$ cat src/rtl/lisc_regs.svh
// lisc_regs.svh: offsets, field positions, reset values and timing counts
// for the line interface shaping configuration block.
// assumes: included by bare name from design files; definitions only.
`ifndef LISC_REGS_SVH
`define LISC_REGS_SVH

// ==========================================================
// register offsets on the parallel port (5-bit address)
`define LISC_OFS_RX_EQ        5'h19
`define LISC_OFS_PULSE_ONE    5'h1c
`define LISC_OFS_PULSE_TWO    5'h1d
`define LISC_OFS_PULSE_THREE  5'h1e
`define LISC_OFS_PULSE_FOUR   5'h1f

// ==========================================================
// field positions
`define LISC_EQ_AUTO_DIS_BIT  7
`define LISC_EQ_SINGLE_BIT    6
`define LISC_EQ_DOUBLE_BIT    5
`define LISC_PULSE_SIGN_BIT   6
`define LISC_PULSE_MAG_MSB    5
`define LISC_PULSE_MAG_LSB    0

// ==========================================================
// reset values and read masks
`define LISC_RST_RX_EQ        8'h00
`define LISC_RST_PULSE        8'h00
`define LISC_MASK_RX_EQ       8'he0
`define LISC_MASK_PULSE       8'h7f
`define LISC_READ_UNMAPPED    8'h00

// ==========================================================
// amplitude scale and gains
`define LISC_MV_PER_COUNT     14'h0064
`define LISC_GAIN_SINGLE_DB   5'h06
`define LISC_GAIN_DOUBLE_DB   5'h0c
`define LISC_GAIN_NONE_DB     5'h00

// ==========================================================
// timing: clock period, bit cell, slots per cell
`define LISC_CLK_PERIOD_NS    20
`define LISC_BIT_CELL_NS      488
`define LISC_SLOTS_PER_CELL   4
// longest slot time rounds down, never below one cycle
`define LISC_SLOT_CYCLES \
  (((`LISC_BIT_CELL_NS / (`LISC_SLOTS_PER_CELL * `LISC_CLK_PERIOD_NS)) < 1) ? 1 : \
   (`LISC_BIT_CELL_NS / (`LISC_SLOTS_PER_CELL * `LISC_CLK_PERIOD_NS)))

`endif

$ cat src/rtl/lisc_pkg.sv
// lisc_pkg: types shared by the shaping configuration block.
// assumes: referenced as lisc_pkg::name, never imported.
package lisc_pkg;

  // ==========================================================
  // receive equalizer operating mode
  typedef enum logic [1:0] {
    LISC_EQ_AUTO   = 2'h0,  // automatic loop-length compensation
    LISC_EQ_OFF    = 2'h1,  // auto disabled, no forced stage
    LISC_EQ_SINGLE = 2'h2,  // one forced stage
    LISC_EQ_DOUBLE = 2'h3   // two forced stages
  } lisc_eq_mode_t;

  // ==========================================================
  // time slot within one bit cell, gray order along the sequence
  typedef enum logic [1:0] {
    LISC_SLOT_ONE   = 2'b00,
    LISC_SLOT_TWO   = 2'b01,
    LISC_SLOT_THREE = 2'b11,
    LISC_SLOT_FOUR  = 2'b10
  } lisc_slot_t;

endpackage : lisc_pkg

$ cat src/rtl/lisc_slot_if.sv
// lisc_slot_if: slot timing carried from the sequencer to the register bank.
// assumes: one clock domain, ref_clk.
`timescale 1ns/100ps

interface lisc_slot_if;
  lisc_pkg::lisc_slot_t slot;        // current slot of the bit cell
  logic                 slot_strobe; // one-cycle pulse at every slot start
  logic                 cell_start;  // one-cycle pulse at first slot start

  modport seq (output slot, output slot_strobe, output cell_start);
  modport bank (input slot, input slot_strobe, input cell_start);
endinterface : lisc_slot_if

$ cat src/rtl/lisc_slot_seq.sv
// lisc_slot_seq: divides ref_clk into slot enables and walks four slots.
// assumes: ref_clk at 50 MHz, rstn asynchronous active low.
`timescale 1ns/100ps
`include "lisc_regs.svh"

module lisc_slot_seq #(
  parameter int SLOT_CYCLES = `LISC_SLOT_CYCLES  // clock cycles per slot
) (
  input  wire logic ref_clk,
  input  wire logic rstn,
  lisc_slot_if.seq  sif
);

  localparam int CW = (SLOT_CYCLES > 1) ? $clog2(SLOT_CYCLES) : 1;
  localparam logic [CW-1:0] DIV_LAST = CW'(SLOT_CYCLES - 1);

  logic [CW-1:0]        div_q;   // slot divider
  logic                 tick;    // end of the current slot
  lisc_pkg::lisc_slot_t slot_q;  // slot state

  assign tick = (div_q == DIV_LAST);

  // ==========================================================
  // divider: one enable per slot
  always_ff @(posedge ref_clk or negedge rstn) begin
    if (!rstn) begin
      div_q <= '0;
    end else if (tick) begin
      div_q <= '0;
    end else begin
      div_q <= div_q + CW'(1);
    end
  end

  // ==========================================================
  // RULE7: slot walk order
  always_ff @(posedge ref_clk or negedge rstn) begin
    if (!rstn) begin
      slot_q <= lisc_pkg::LISC_SLOT_FOUR;
    end else if (tick) begin
      case (slot_q)
        lisc_pkg::LISC_SLOT_ONE:   slot_q <= lisc_pkg::LISC_SLOT_TWO;
        lisc_pkg::LISC_SLOT_TWO:   slot_q <= lisc_pkg::LISC_SLOT_THREE;
        lisc_pkg::LISC_SLOT_THREE: slot_q <= lisc_pkg::LISC_SLOT_FOUR;
        lisc_pkg::LISC_SLOT_FOUR:  slot_q <= lisc_pkg::LISC_SLOT_ONE;
        default:                   slot_q <= lisc_pkg::LISC_SLOT_ONE;
      endcase
    end
  end

  // strobes mark the first cycle of a new slot
  logic strobe_q;  // delayed tick, aligned with new slot value
  always_ff @(posedge ref_clk or negedge rstn) begin
    if (!rstn) begin
      strobe_q <= 1'b0;
    end else begin
      strobe_q <= tick;
    end
  end

  assign sif.slot        = slot_q;
  assign sif.slot_strobe = strobe_q;
  assign sif.cell_start  = strobe_q && (slot_q == lisc_pkg::LISC_SLOT_ONE);

endmodule : lisc_slot_seq

$ cat src/rtl/lisc_top.sv
// lisc_top: receive equalizer mode and transmit pulse shape registers,
// reached over the parallel microprocessor port, with slot sequencing.
// assumes: port pins are asynchronous to ref_clk and held stable around
// the strobes for at least three clock cycles; analog parts lie outside.
//
// Function
// RULE1: auto-disable bit takes equalizer out of auto
// RULE2: clear auto-disable keeps automatic loop compensation
// RULE3: mid bit plus disable forces 6 dB
// RULE4: max, disable, not mid forces 12 dB
// RULE5: bit six one positive, zero negative
// RULE6: six-bit magnitude, 0.1 volt per count
// RULE7: four registers drive slots one to four
// RULE8: writes apply next cell, reads return written
`timescale 1ns/100ps
`include "lisc_regs.svh"

module lisc_top #(
  parameter int SLOT_CYCLES = `LISC_SLOT_CYCLES  // clock cycles per slot
) (
  input  wire logic                    ref_clk,
  input  wire logic                    rstn,
  input  wire logic                    up_cs_n,
  input  wire logic                    up_rd_n,
  input  wire logic                    up_wr_n,
  input  wire logic [4:0]              up_addr,
  input  wire logic [7:0]              up_wdata,
  output logic      [7:0]              up_rdata,
  output logic                         up_data_oe,
  output logic                         eq_auto_en,
  output lisc_pkg::lisc_eq_mode_t      eq_mode,
  output logic      [4:0]              eq_gain_db,
  output lisc_pkg::lisc_slot_t         tx_slot,
  output logic                         tx_cell_start,
  output logic                         tx_pulse_sign,
  output logic      [5:0]              tx_pulse_mag,
  output logic signed [13:0]           tx_pulse_mv
);

  // ==========================================================
  // pin synchronisers: three stages, first read only by second
  logic [15:0] pin_s1_q;  // raw capture
  logic [15:0] pin_s2_q;  // settled
  logic [15:0] pin_s3_q;  // one cycle older, for edge detection
  logic [15:0] pin_raw;   // packed pins

  assign pin_raw = {up_cs_n, up_rd_n, up_wr_n, up_addr, up_wdata};

  // pins idle high on strobes, zero elsewhere
  always_ff @(posedge ref_clk or negedge rstn) begin
    if (!rstn) begin
      pin_s1_q <= 16'he000;
      pin_s2_q <= 16'he000;
      pin_s3_q <= 16'he000;
    end else begin
      pin_s1_q <= pin_raw;
      pin_s2_q <= pin_s1_q;
      pin_s3_q <= pin_s2_q;
    end
  end

  logic       cs_n_s;    // settled chip select
  logic       rd_n_s;    // settled read strobe
  logic       wr_n_s;    // settled write strobe
  logic       wr_n_old;  // write strobe one cycle older
  logic       cs_n_old;  // chip select one cycle older
  logic [4:0] addr_old;  // address held during the strobe
  logic [7:0] data_old;  // write data held during the strobe
  logic [4:0] addr_s;    // settled address for reads
  logic       wr_commit; // one-cycle pulse at end of a write

  assign cs_n_s   = pin_s2_q[15];
  assign rd_n_s   = pin_s2_q[14];
  assign wr_n_s   = pin_s2_q[13];
  assign addr_s   = pin_s2_q[12:8];
  assign cs_n_old = pin_s3_q[15];
  assign wr_n_old = pin_s3_q[13];
  assign addr_old = pin_s3_q[12:8];
  assign data_old = pin_s3_q[7:0];

  // write lands on the rising edge of the strobe, data taken from before it
  assign wr_commit = wr_n_s && !wr_n_old && !cs_n_old;

  // ==========================================================
  // host-visible registers
  logic [7:0] eq_reg_q;            // receive equalization control
  logic [7:0] pulse_reg_q [4];     // pulse levels, index 0 is slot one
  logic [4:0] pulse_ofs [4];       // offsets by slot index

  assign pulse_ofs[0] = `LISC_OFS_PULSE_ONE;
  assign pulse_ofs[1] = `LISC_OFS_PULSE_TWO;
  assign pulse_ofs[2] = `LISC_OFS_PULSE_THREE;
  assign pulse_ofs[3] = `LISC_OFS_PULSE_FOUR;

  // RULE8: store written value, unused bits dropped
  always_ff @(posedge ref_clk or negedge rstn) begin
    if (!rstn) begin
      eq_reg_q <= `LISC_RST_RX_EQ;
    end else if (wr_commit && (addr_old == `LISC_OFS_RX_EQ)) begin
      eq_reg_q <= data_old & `LISC_MASK_RX_EQ;
    end
  end

  // one register per slot; generate keeps the four identical
  genvar gi;
  generate
    for (gi = 0; gi < 4; gi++) begin : g_pulse
      // RULE8: store written pulse level
      always_ff @(posedge ref_clk or negedge rstn) begin
        if (!rstn) begin
          pulse_reg_q[gi] <= `LISC_RST_PULSE;
        end else if (wr_commit && (addr_old == pulse_ofs[gi])) begin
          pulse_reg_q[gi] <= data_old & `LISC_MASK_PULSE;
        end
      end
    end
  endgenerate

  // ==========================================================
  // read path: unmapped offsets answer zero
  logic [7:0] rd_mux;  // selected read value
  always_comb begin
    rd_mux = `LISC_READ_UNMAPPED;
    case (addr_s)
      `LISC_OFS_RX_EQ:       rd_mux = eq_reg_q;
      `LISC_OFS_PULSE_ONE:   rd_mux = pulse_reg_q[0];
      `LISC_OFS_PULSE_TWO:   rd_mux = pulse_reg_q[1];
      `LISC_OFS_PULSE_THREE: rd_mux = pulse_reg_q[2];
      `LISC_OFS_PULSE_FOUR:  rd_mux = pulse_reg_q[3];
      default:               rd_mux = `LISC_READ_UNMAPPED;
    endcase
  end

  // RULE8: read back last written value
  always_ff @(posedge ref_clk or negedge rstn) begin
    if (!rstn) begin
      up_rdata    <= 8'h00;
      up_data_oe  <= 1'b0;
    end else begin
      up_rdata    <= rd_mux;
      up_data_oe  <= !cs_n_s && !rd_n_s;
    end
  end

  // ==========================================================
  // slot sequencer
  lisc_slot_if sif ();

  lisc_slot_seq #(
    .SLOT_CYCLES (SLOT_CYCLES)
  ) u_seq (
    .ref_clk (ref_clk),
    .rstn    (rstn),
    .sif     (sif)
  );

  // ==========================================================
  // active copies, swapped in only at a bit cell boundary, at the end of the first
  // cycle of slot one, which still drives the old slot-one level
  logic [7:0] eq_act_q;         // equalizer setting in force
  logic [6:0] pulse_act_q [4];  // pulse levels in force

  // RULE8: apply at next cell start
  always_ff @(posedge ref_clk or negedge rstn) begin
    if (!rstn) begin
      eq_act_q       <= `LISC_RST_RX_EQ;
      pulse_act_q[0] <= 7'h00;
      pulse_act_q[1] <= 7'h00;
      pulse_act_q[2] <= 7'h00;
      pulse_act_q[3] <= 7'h00;
    end else if (sif.cell_start) begin
      eq_act_q       <= eq_reg_q;
      pulse_act_q[0] <= pulse_reg_q[0][6:0];
      pulse_act_q[1] <= pulse_reg_q[1][6:0];
      pulse_act_q[2] <= pulse_reg_q[2][6:0];
      pulse_act_q[3] <= pulse_reg_q[3][6:0];
    end
  end

  // ==========================================================
  // equalizer mode decode, mid-range takes priority over maximum
  logic eq_auto_disable;      // auto mode disable
  logic eq_single_stage_sel;  // one-stage select
  logic eq_double_stage_sel;  // two-stage select

  assign eq_auto_disable     = eq_act_q[`LISC_EQ_AUTO_DIS_BIT];
  assign eq_single_stage_sel = eq_act_q[`LISC_EQ_SINGLE_BIT];
  assign eq_double_stage_sel = eq_act_q[`LISC_EQ_DOUBLE_BIT];

  always_ff @(posedge ref_clk or negedge rstn) begin
    if (!rstn) begin
      eq_auto_en <= 1'b1;
      eq_mode    <= lisc_pkg::LISC_EQ_AUTO;
      eq_gain_db <= `LISC_GAIN_NONE_DB;
    end else if (!eq_auto_disable) begin
      // RULE2: automatic compensation stays on
      eq_auto_en <= 1'b1;
      eq_mode    <= lisc_pkg::LISC_EQ_AUTO;
      eq_gain_db <= `LISC_GAIN_NONE_DB;
    end else if (eq_single_stage_sel) begin
      // RULE3: forced single stage
      eq_auto_en <= 1'b0;
      eq_mode    <= lisc_pkg::LISC_EQ_SINGLE;
      eq_gain_db <= `LISC_GAIN_SINGLE_DB;
    end else if (eq_double_stage_sel) begin
      // RULE4: forced double stage
      eq_auto_en <= 1'b0;
      eq_mode    <= lisc_pkg::LISC_EQ_DOUBLE;
      eq_gain_db <= `LISC_GAIN_DOUBLE_DB;
    end else begin
      // RULE1: auto off, no stage forced
      eq_auto_en <= 1'b0;
      eq_mode    <= lisc_pkg::LISC_EQ_OFF;
      eq_gain_db <= `LISC_GAIN_NONE_DB;
    end
  end

  // ==========================================================
  // pulse coefficient of the current slot
  logic [6:0] cur_lvl;  // sign and magnitude for this slot
  always_comb begin
    cur_lvl = 7'h00;
    case (sif.slot)
      lisc_pkg::LISC_SLOT_ONE:   cur_lvl = pulse_act_q[0];
      lisc_pkg::LISC_SLOT_TWO:   cur_lvl = pulse_act_q[1];
      lisc_pkg::LISC_SLOT_THREE: cur_lvl = pulse_act_q[2];
      lisc_pkg::LISC_SLOT_FOUR:  cur_lvl = pulse_act_q[3];
      default:                   cur_lvl = 7'h00;
    endcase
  end

  logic [13:0] mag_mv;  // magnitude scaled to millivolts
  // RULE6: 100 mV per count
  assign mag_mv = {8'h00, cur_lvl[`LISC_PULSE_MAG_MSB:`LISC_PULSE_MAG_LSB]}
                  * `LISC_MV_PER_COUNT;

  // outputs registered; they trail the slot by one cycle
  always_ff @(posedge ref_clk or negedge rstn) begin
    if (!rstn) begin
      tx_slot       <= lisc_pkg::LISC_SLOT_FOUR;
      tx_cell_start <= 1'b0;
      tx_pulse_sign <= 1'b0;
      tx_pulse_mag  <= 6'h00;
      tx_pulse_mv   <= 14'sh0000;
    end else begin
      // RULE7: current slot coefficient
      tx_slot       <= sif.slot;
      tx_cell_start <= sif.cell_start;
      tx_pulse_mag  <= cur_lvl[`LISC_PULSE_MAG_MSB:`LISC_PULSE_MAG_LSB];
      // RULE5: sign one positive, zero negative
      tx_pulse_sign <= cur_lvl[`LISC_PULSE_SIGN_BIT];
      tx_pulse_mv   <= cur_lvl[`LISC_PULSE_SIGN_BIT] ? $signed(mag_mv)
                                                     : -$signed(mag_mv);
    end
  end

endmodule : lisc_top
$ cat config.mk
export PLATFORM = sky130hd
export DESIGN_NAME = lisc_top
export DESIGN_NICKNAME = d
export VERILOG_FILES = /design/src/rtl/lisc_pkg.sv /design/src/rtl/lisc_slot_if.sv /design/src/rtl/lisc_slot_seq.sv /design/src/rtl/lisc_top.sv
export VERILOG_INCLUDE_DIRS = /design/src /design/src/rtl
export SDC_FILE = /design/constraint.sdc
export NUM_CORES = 1
export LEC_CHECK = 0
export BUFFER_PORTS_ARGS = -buffer_cell sky130_fd_sc_hd__buf_2
export CORE_AREA = 2 2 115 95
export DETAILED_ROUTE_END_ITERATION = 16
export DIE_AREA = 0 0 117 97
export GPL_TIMING_DRIVEN = 0
export PLACE_DENSITY = 0.77
export SLEW_MARGIN = 20
export SYNTH_ARGS = -nofsm -noshare
export SYNTH_HDL_FRONTEND = slang
export SYNTH_SLANG_ARGS = --single-unit
$ cat constraint.sdc
create_clock -name ref_clk -period 5.14 [get_ports ref_clk]
set_clock_uncertainty 0.1 [all_clocks]
set_input_delay 0.514 -clock ref_clk [delete_from_list [all_inputs] [get_ports ref_clk]]
set_output_delay 0.514 -clock ref_clk [all_outputs]
set_load 0.02 [all_outputs]
==> Yosys cells after proc, flatten, opt, wreduce, memory -nomap -nowiden <==
Index checks and enable logic that the tools add are counted.
{ "op_classes": {"add_sub_neg": 2, "mul": 1, "div": 0, "order_cmp": 0, "n_eq_ne": 14, "shift": 0, "n_mux": 12, "bitwise_logic": 0, "n_reduce_logical": 14} }
{ "op_table": {"columns": ["cell", "count"], "rows": [
  ["== test 5 bit, second input constant", 10],
  ["case mux 8 bit (5 select lines)", 1],
  ["case mux 7 bit (4 select lines)", 1],
  ["two-way mux 14 bit", 1],
  ["negator 13 -> 14 bit", 1],
  ["multiplier 6 x 5 -> 11 bit, second input constant", 1],
  ["two-way mux 5 bit", 2],
  ["logical AND 1 bit", 9],
  ["case mux 2 bit (4 select lines)", 1],
  ["two-way mux 2 bit", 3],
  ["== test 2 bit, second input constant", 2],
  ["logical NOT 1 bit", 4],
  ["two-way mux 4 bit", 1],
  ["adder 3 x 1 -> 3 bit, second input constant", 1],
  ["== test 3 bit, second input constant", 1],
  ["two-way mux 3 bit", 1],
  ["== test 2 x 1 -> 1 bit, second input constant", 1],
  ["logical NOT 2 bit", 1],
  ["two-way mux 1 bit", 1]
]} }
{ "totals": {"register_bits": 157, "latchBits": 0, "ramBits": 0, "romBits": 0, "inputBits": 18, "out_inout_bits": 41, "mem_count": 0} }

==> Logic depth before layout (Yosys ltp) <==
{ "logic_depth": {"word_depth": 5, "depth_mapped": 12, "ltp_nobuf": 11} }

==> Hierarchy <==
A second synthesis with hierarchy kept.
{ "hier_totals": {"hier_cells": 372, "hier_area_um2": 5954.5} }
{ "modules_own_cells": {"columns": ["mod", "n_inst", "cells_per_inst", "area_each_um2", "seq_area_each_um2"], "rows": [
  ["lisc_top", 1, 354, 5716.7, 3616.0],
  ["lisc_slot_seq", 1, 18, 237.7, 151.4]
]} }

==> Worst setup path after synthesis <==
Ideal clock, no wire load.
{ "synth_timing": {"kind": "flip-flop to flip-flop", "start": "register u_seq.slot_q[1], in the netlist u_seq.sif.slot[1]", "end": "register tx_pulse_mv[13]", "setup_ns": 0.129, "arrival_time_ns": 3.697, "slack_ns": 1.214, "path_stages_with_launch": 12, "n_path_buf": 1, "synth_period_minus_slack_ns": 3.926, "cell_sequence": "dfstp_2 -> buf_6 -> mux4_2 -> clkinv_4 -> ha_1 -> ha_1 -> ha_1 -> fa_1 -> a211oi_2 -> o21ba_1 -> o221ai_1 -> o41a_1"} }
{ "synth_via": {"elab_chain_cells": 5} }
{ "synth_lines": {"columns": ["element", "line", "source"], "rows": [
  ["from (decl)", "lisc_slot_seq.sv:19", "lisc_pkg::lisc_slot_t slot_q;"],
  ["from (signal assigned)", "lisc_slot_seq.sv:39", "slot_q <= lisc_pkg::LISC_SLOT_FOUR;"],
  ["from (signal assigned)", "lisc_slot_seq.sv:42", "lisc_pkg::LISC_SLOT_ONE: slot_q <= lisc_pkg::LISC_SLOT_TWO;"],
  ["from (signal assigned)", "lisc_slot_seq.sv:43", "lisc_pkg::LISC_SLOT_TWO: slot_q <= lisc_pkg::LISC_SLOT_THREE;"],
  ["== test 2 bit (tied with other cells)", "lisc_top.sv:223", "case (sif.slot)"],
  ["case mux 7 bit (4 select lines) *", "lisc_top.sv:223", null],
  ["named net cur_lvl[2]", "lisc_top.sv:220", "logic [6:0] cur_lvl;"],
  ["multiplier 6 x 5 -> 11 bit (no source line) *", null, null],
  ["negator 13 -> 14 bit *", "lisc_top.sv:253", ": -$signed(mag_mv);"],
  ["two-way mux 14 bit *", "lisc_top.sv:252", "tx_pulse_mv <= cur_lvl[`LISC_PULSE_SIGN_BIT] ? $signed(mag_mv)"],
  ["to (signal assigned)", "lisc_top.sv:252", null],
  ["to (decl)", "lisc_top.sv:37", "output logic signed [13:0] tx_pulse_mv"]
]} }
The timed path passes the listed nets; every way through them passes the cells marked *.
A chain may end at the register's enable or synchronous reset.

==> Final worst setup path <==
Same ends and word-level chain as after synthesis.

==> results_dict.tcl <==
set metrics [dict create \
    status "complete, no violations" \
    antennaDiodeCount 0 \
    die_area_um2 11300 \
    maxCapViolCount 0 \
    synthCells 379 \
    path_max_fanout 10 \
    cp.arrival_ns 4.43 \
    path_cells "buf_6 > mux4_2 > inv_1 > ha_1 > ha_1 > ha_1 > fa_1 > a211oi_2 > o21ba_1 > o221ai_1 > o41a_1" \
    cts_buffers 17 \
    endpoint_kind "register" \
    cp-endpoint "tx_pulse_mv[13]" \
    syn_area_um2 5810 \
    place_area_um2 6310 \
    yosysSeqAreaShare_pct 64.8 \
    crit_start "u_seq.sif.slot[1]" \
    cts_resized 0 \
    synthToLayoutAreaGrowth_pct 20.3 \
    crit_cells 11 \
    routed_wl_um 10300 \
    synth.top_cell.area_share_pct 59.8 \
    grt_pass1_vias 3335 \
    pin_count 59 \
    synth_area_per_cell_um2 15.3 \
    leakagePower_nw 3.52 \
    fp.dieW_um 117 \
    yosysTopAreaCell "dfrtp_1" \
    min_period_over_period_pct 82.4 \
    finalWeightedCongestion 0.845 \
    dr.pass1.iters 4 \
    fill_cells 699 \
    ys_warn_count 0 \
    path_common_cell "ha_1" \
    finalMaxSlewViolations 0 \
    grt_antenna_before_repair 0 \
    final_period_minus_worst_setup_slack_ns 4.24 \
    worst-setup-path-type "reg -> reg" \
    cts_num_sinks 150 \
    synth_cell_types 46 \
    grt_max_degree 104 \
    synth_common_cells "dfrtp_1 (139), mux2_2 (48), ha_1 (25)" \
    avgRoutedWirePerCell_um 16.8 \
    synth_seq_cells 150 \
    max_stage_delay_ns 0.61 \
    fin_util_pct 69.2 \
    htreeDepth 4 \
    drive_gt1_share_pct 37.2 \
    dp_hpwl_um 6610 \
    power.total_mw 3.01 \
    rows 33 \
    critical_path_buf_inv_count 2 \
    antenna_left 0 \
    tightest_slew_ns 1.08 \
    start_util_pct 57.5 \
    startpoint_type "register" \
    setup_viol 0 \
    grt_overflow_total 0 \
    cts_tree "built" \
    first_iter_violations 213 \
    path_clk_slew_ns 0.06 \
    yosysMostFrequentCell "dfrtp_1" \
    min_path_type "in -> reg" \
    ys_top_cells_by_area "dfrtp_1 (60%), mux2_2 (9.3%), ha_1 (5.4%)" \
    die_h_um 97 \
    hold_viol 0 \
    reg2reg_slack_ns 0.90 \
    critPathTopFamily "adder cells" \
    clock_path_buffers 2 \
    synthFlopType "dfrtp_1" \
    core_um2 10100 \
    num_vias 3282 \
    synth-edff-count 0 \
    required_ns 5.33 \
    fin_area_um2 7000 \
    ys_async_sr_fraction_pct 100 \
    max_freq_mhz 236 \
    vias_per_cell 5.38 \
    worstSkewPairLatency_ns 0.42 \
    numPortBuffers 54 \
    r2r-end "tx_pulse_mv[13]" \
    grt_usage_pct 20.4 \
    ff2ff_path_depth 11 \
    fin_nets 501 \
    grt_setup_unrepaired "no" \
    grt_pass1_wl_um 17000 \
    setup_tns_ns 0 \
    cpMaxStageDelayCell "mux4_2" \
    r2r_start "u_seq.sif.slot[1]" \
    maxSlewHeadroom_pct 27.2 \
    p_per_area_nw_per_um2 430 \
    root_buffer "clkbuf_16" \
    drc 0 \
    ir_worst_vdd_mv 0.323 \
]
state kept, by name, summed over array words and instances (netlist names), 2 cells and up:
| register | count |
|---|---|
| pulse_act_q | 28 |
| pulse_reg_q | 28 |
| pin_s1_q | 16 |
| pin_s2_q | 16 |
| pin_s3_q | 15 |
| tx_pulse_mv | 12 |
| up_rdata | 8 |
| tx_pulse_mag | 5 |
| eq_act_q | 3 |
| eq_gain_db | 3 |
| eq_reg_q | 3 |
| u_seq.div_q | 3 |
| tx_slot | 2 |
| u_seq.sif.slot | 2 |
cell type report:
type	count	area [µm²]	share of cell area, %
multi-input cells	206	1920	27.5
flip-flops and latches	150	3770	53.9
well taps	140	175	2.50
clock inverters	11	221	3.17
repair buffers	56	318	4.54
clock buffers	21	450	6.44
inverters	12	50.0	0.715
plain buffers	14	91.3	1.31
metal layers:
layer	routed length, µm	GRT usage (%)
met5	0	0
met4	283	10.8
met3	469	5.14
met2	5090	32.4
met1	4430	25.7
worst reg2reg max path, cell delays in order, from the launching register on:
cell,delay [ns]
dfstp_2,0.54
buf_6,0.18
mux4_2,0.62
inv_1,0.12
ha_1,0.24
ha_1,0.30
ha_1,0.32
fa_1,0.48
a211oi_2,0.30
o21ba_1,0.21
o221ai_1,0.23
o41a_1,0.48
per-stage QoR:
stage	setup WS [ns]	hold WS, ns	cells
4_1_cts	0.898	0.0733	610
3_5_place_dp	0.928	0.235	577
5_1_grt	0.716	0.0731	610
3_3_place_gp	0.971	0.231	576
6_report	0.905	0.0886	610
2_1_floorplan	1.21	0.118	382
worst min path at each step:
stage / slack [ns] / startpoint / cells past startpoint / end
after CTS: 0.07 / up_wr_n / 1 / pin_s1_q[13]
after global routing: 0.07 / up_wr_n / 1 / pin_s1_q[13]
after floorplan: 0.12 / rstn / 0 / eq_act_q[5]
after detailed placement: 0.23 / pin_s2_q[6] / 0 / pin_s3_q[6]
final: 0.09 / up_wr_n / 1 / pin_s1_q[13]
after global placement: 0.23 / pin_s1_q[0] / 0 / pin_s2_q[0]
cell families after synthesis:
logic type / Yosys count / share of synthesized area (%)
adder cells (fa/ha/maj): 26 / 5.72
buffers and inverters: 26 / 2.43
XOR/XNOR: 12 / 1.81
AO/OA/AOI/OAI: 38 / 5.06
other: 1 / 0.0645
multiplexers: 71 / 15.1
AND/OR/NAND/NOR: 55 / 5.04
flip-flops: 150 / 64.8
what timing repair did:
item	CTS	global route
hold endpoints to repair	45	0
buffers inserted	0	0
hold buffers	1	0
report_power, final:
part,internal [mW],switching (mW),leakage (nW)
Combinational,0.130,0.177,1.29
Clock,0.926,0.460,0.318
Sequential,1.27,0.0425,1.92
cells in the final DEF, fill, tap and decap left out, drive strengths merged, types with 2 or more instances in the layout:
cell and n:
bufinv 6, a222oi 2, ha 25, clkbuf 21, dfstp 11, buf 69, a21oi 3, nand3 4
conb 4, inv 12, nor3 8, or3 2, dfrtp 139, nor2 17, o21ai 8, a22oi 12
clkinv 3, a31oi 3, nand2 14, xnor2 7, mux4 7, a211oi 2, o21ba 2, xor2 5
and2 3, clkinvlp 2, mux2 63
Note: power is estimated with default switching activity, not from simulation.
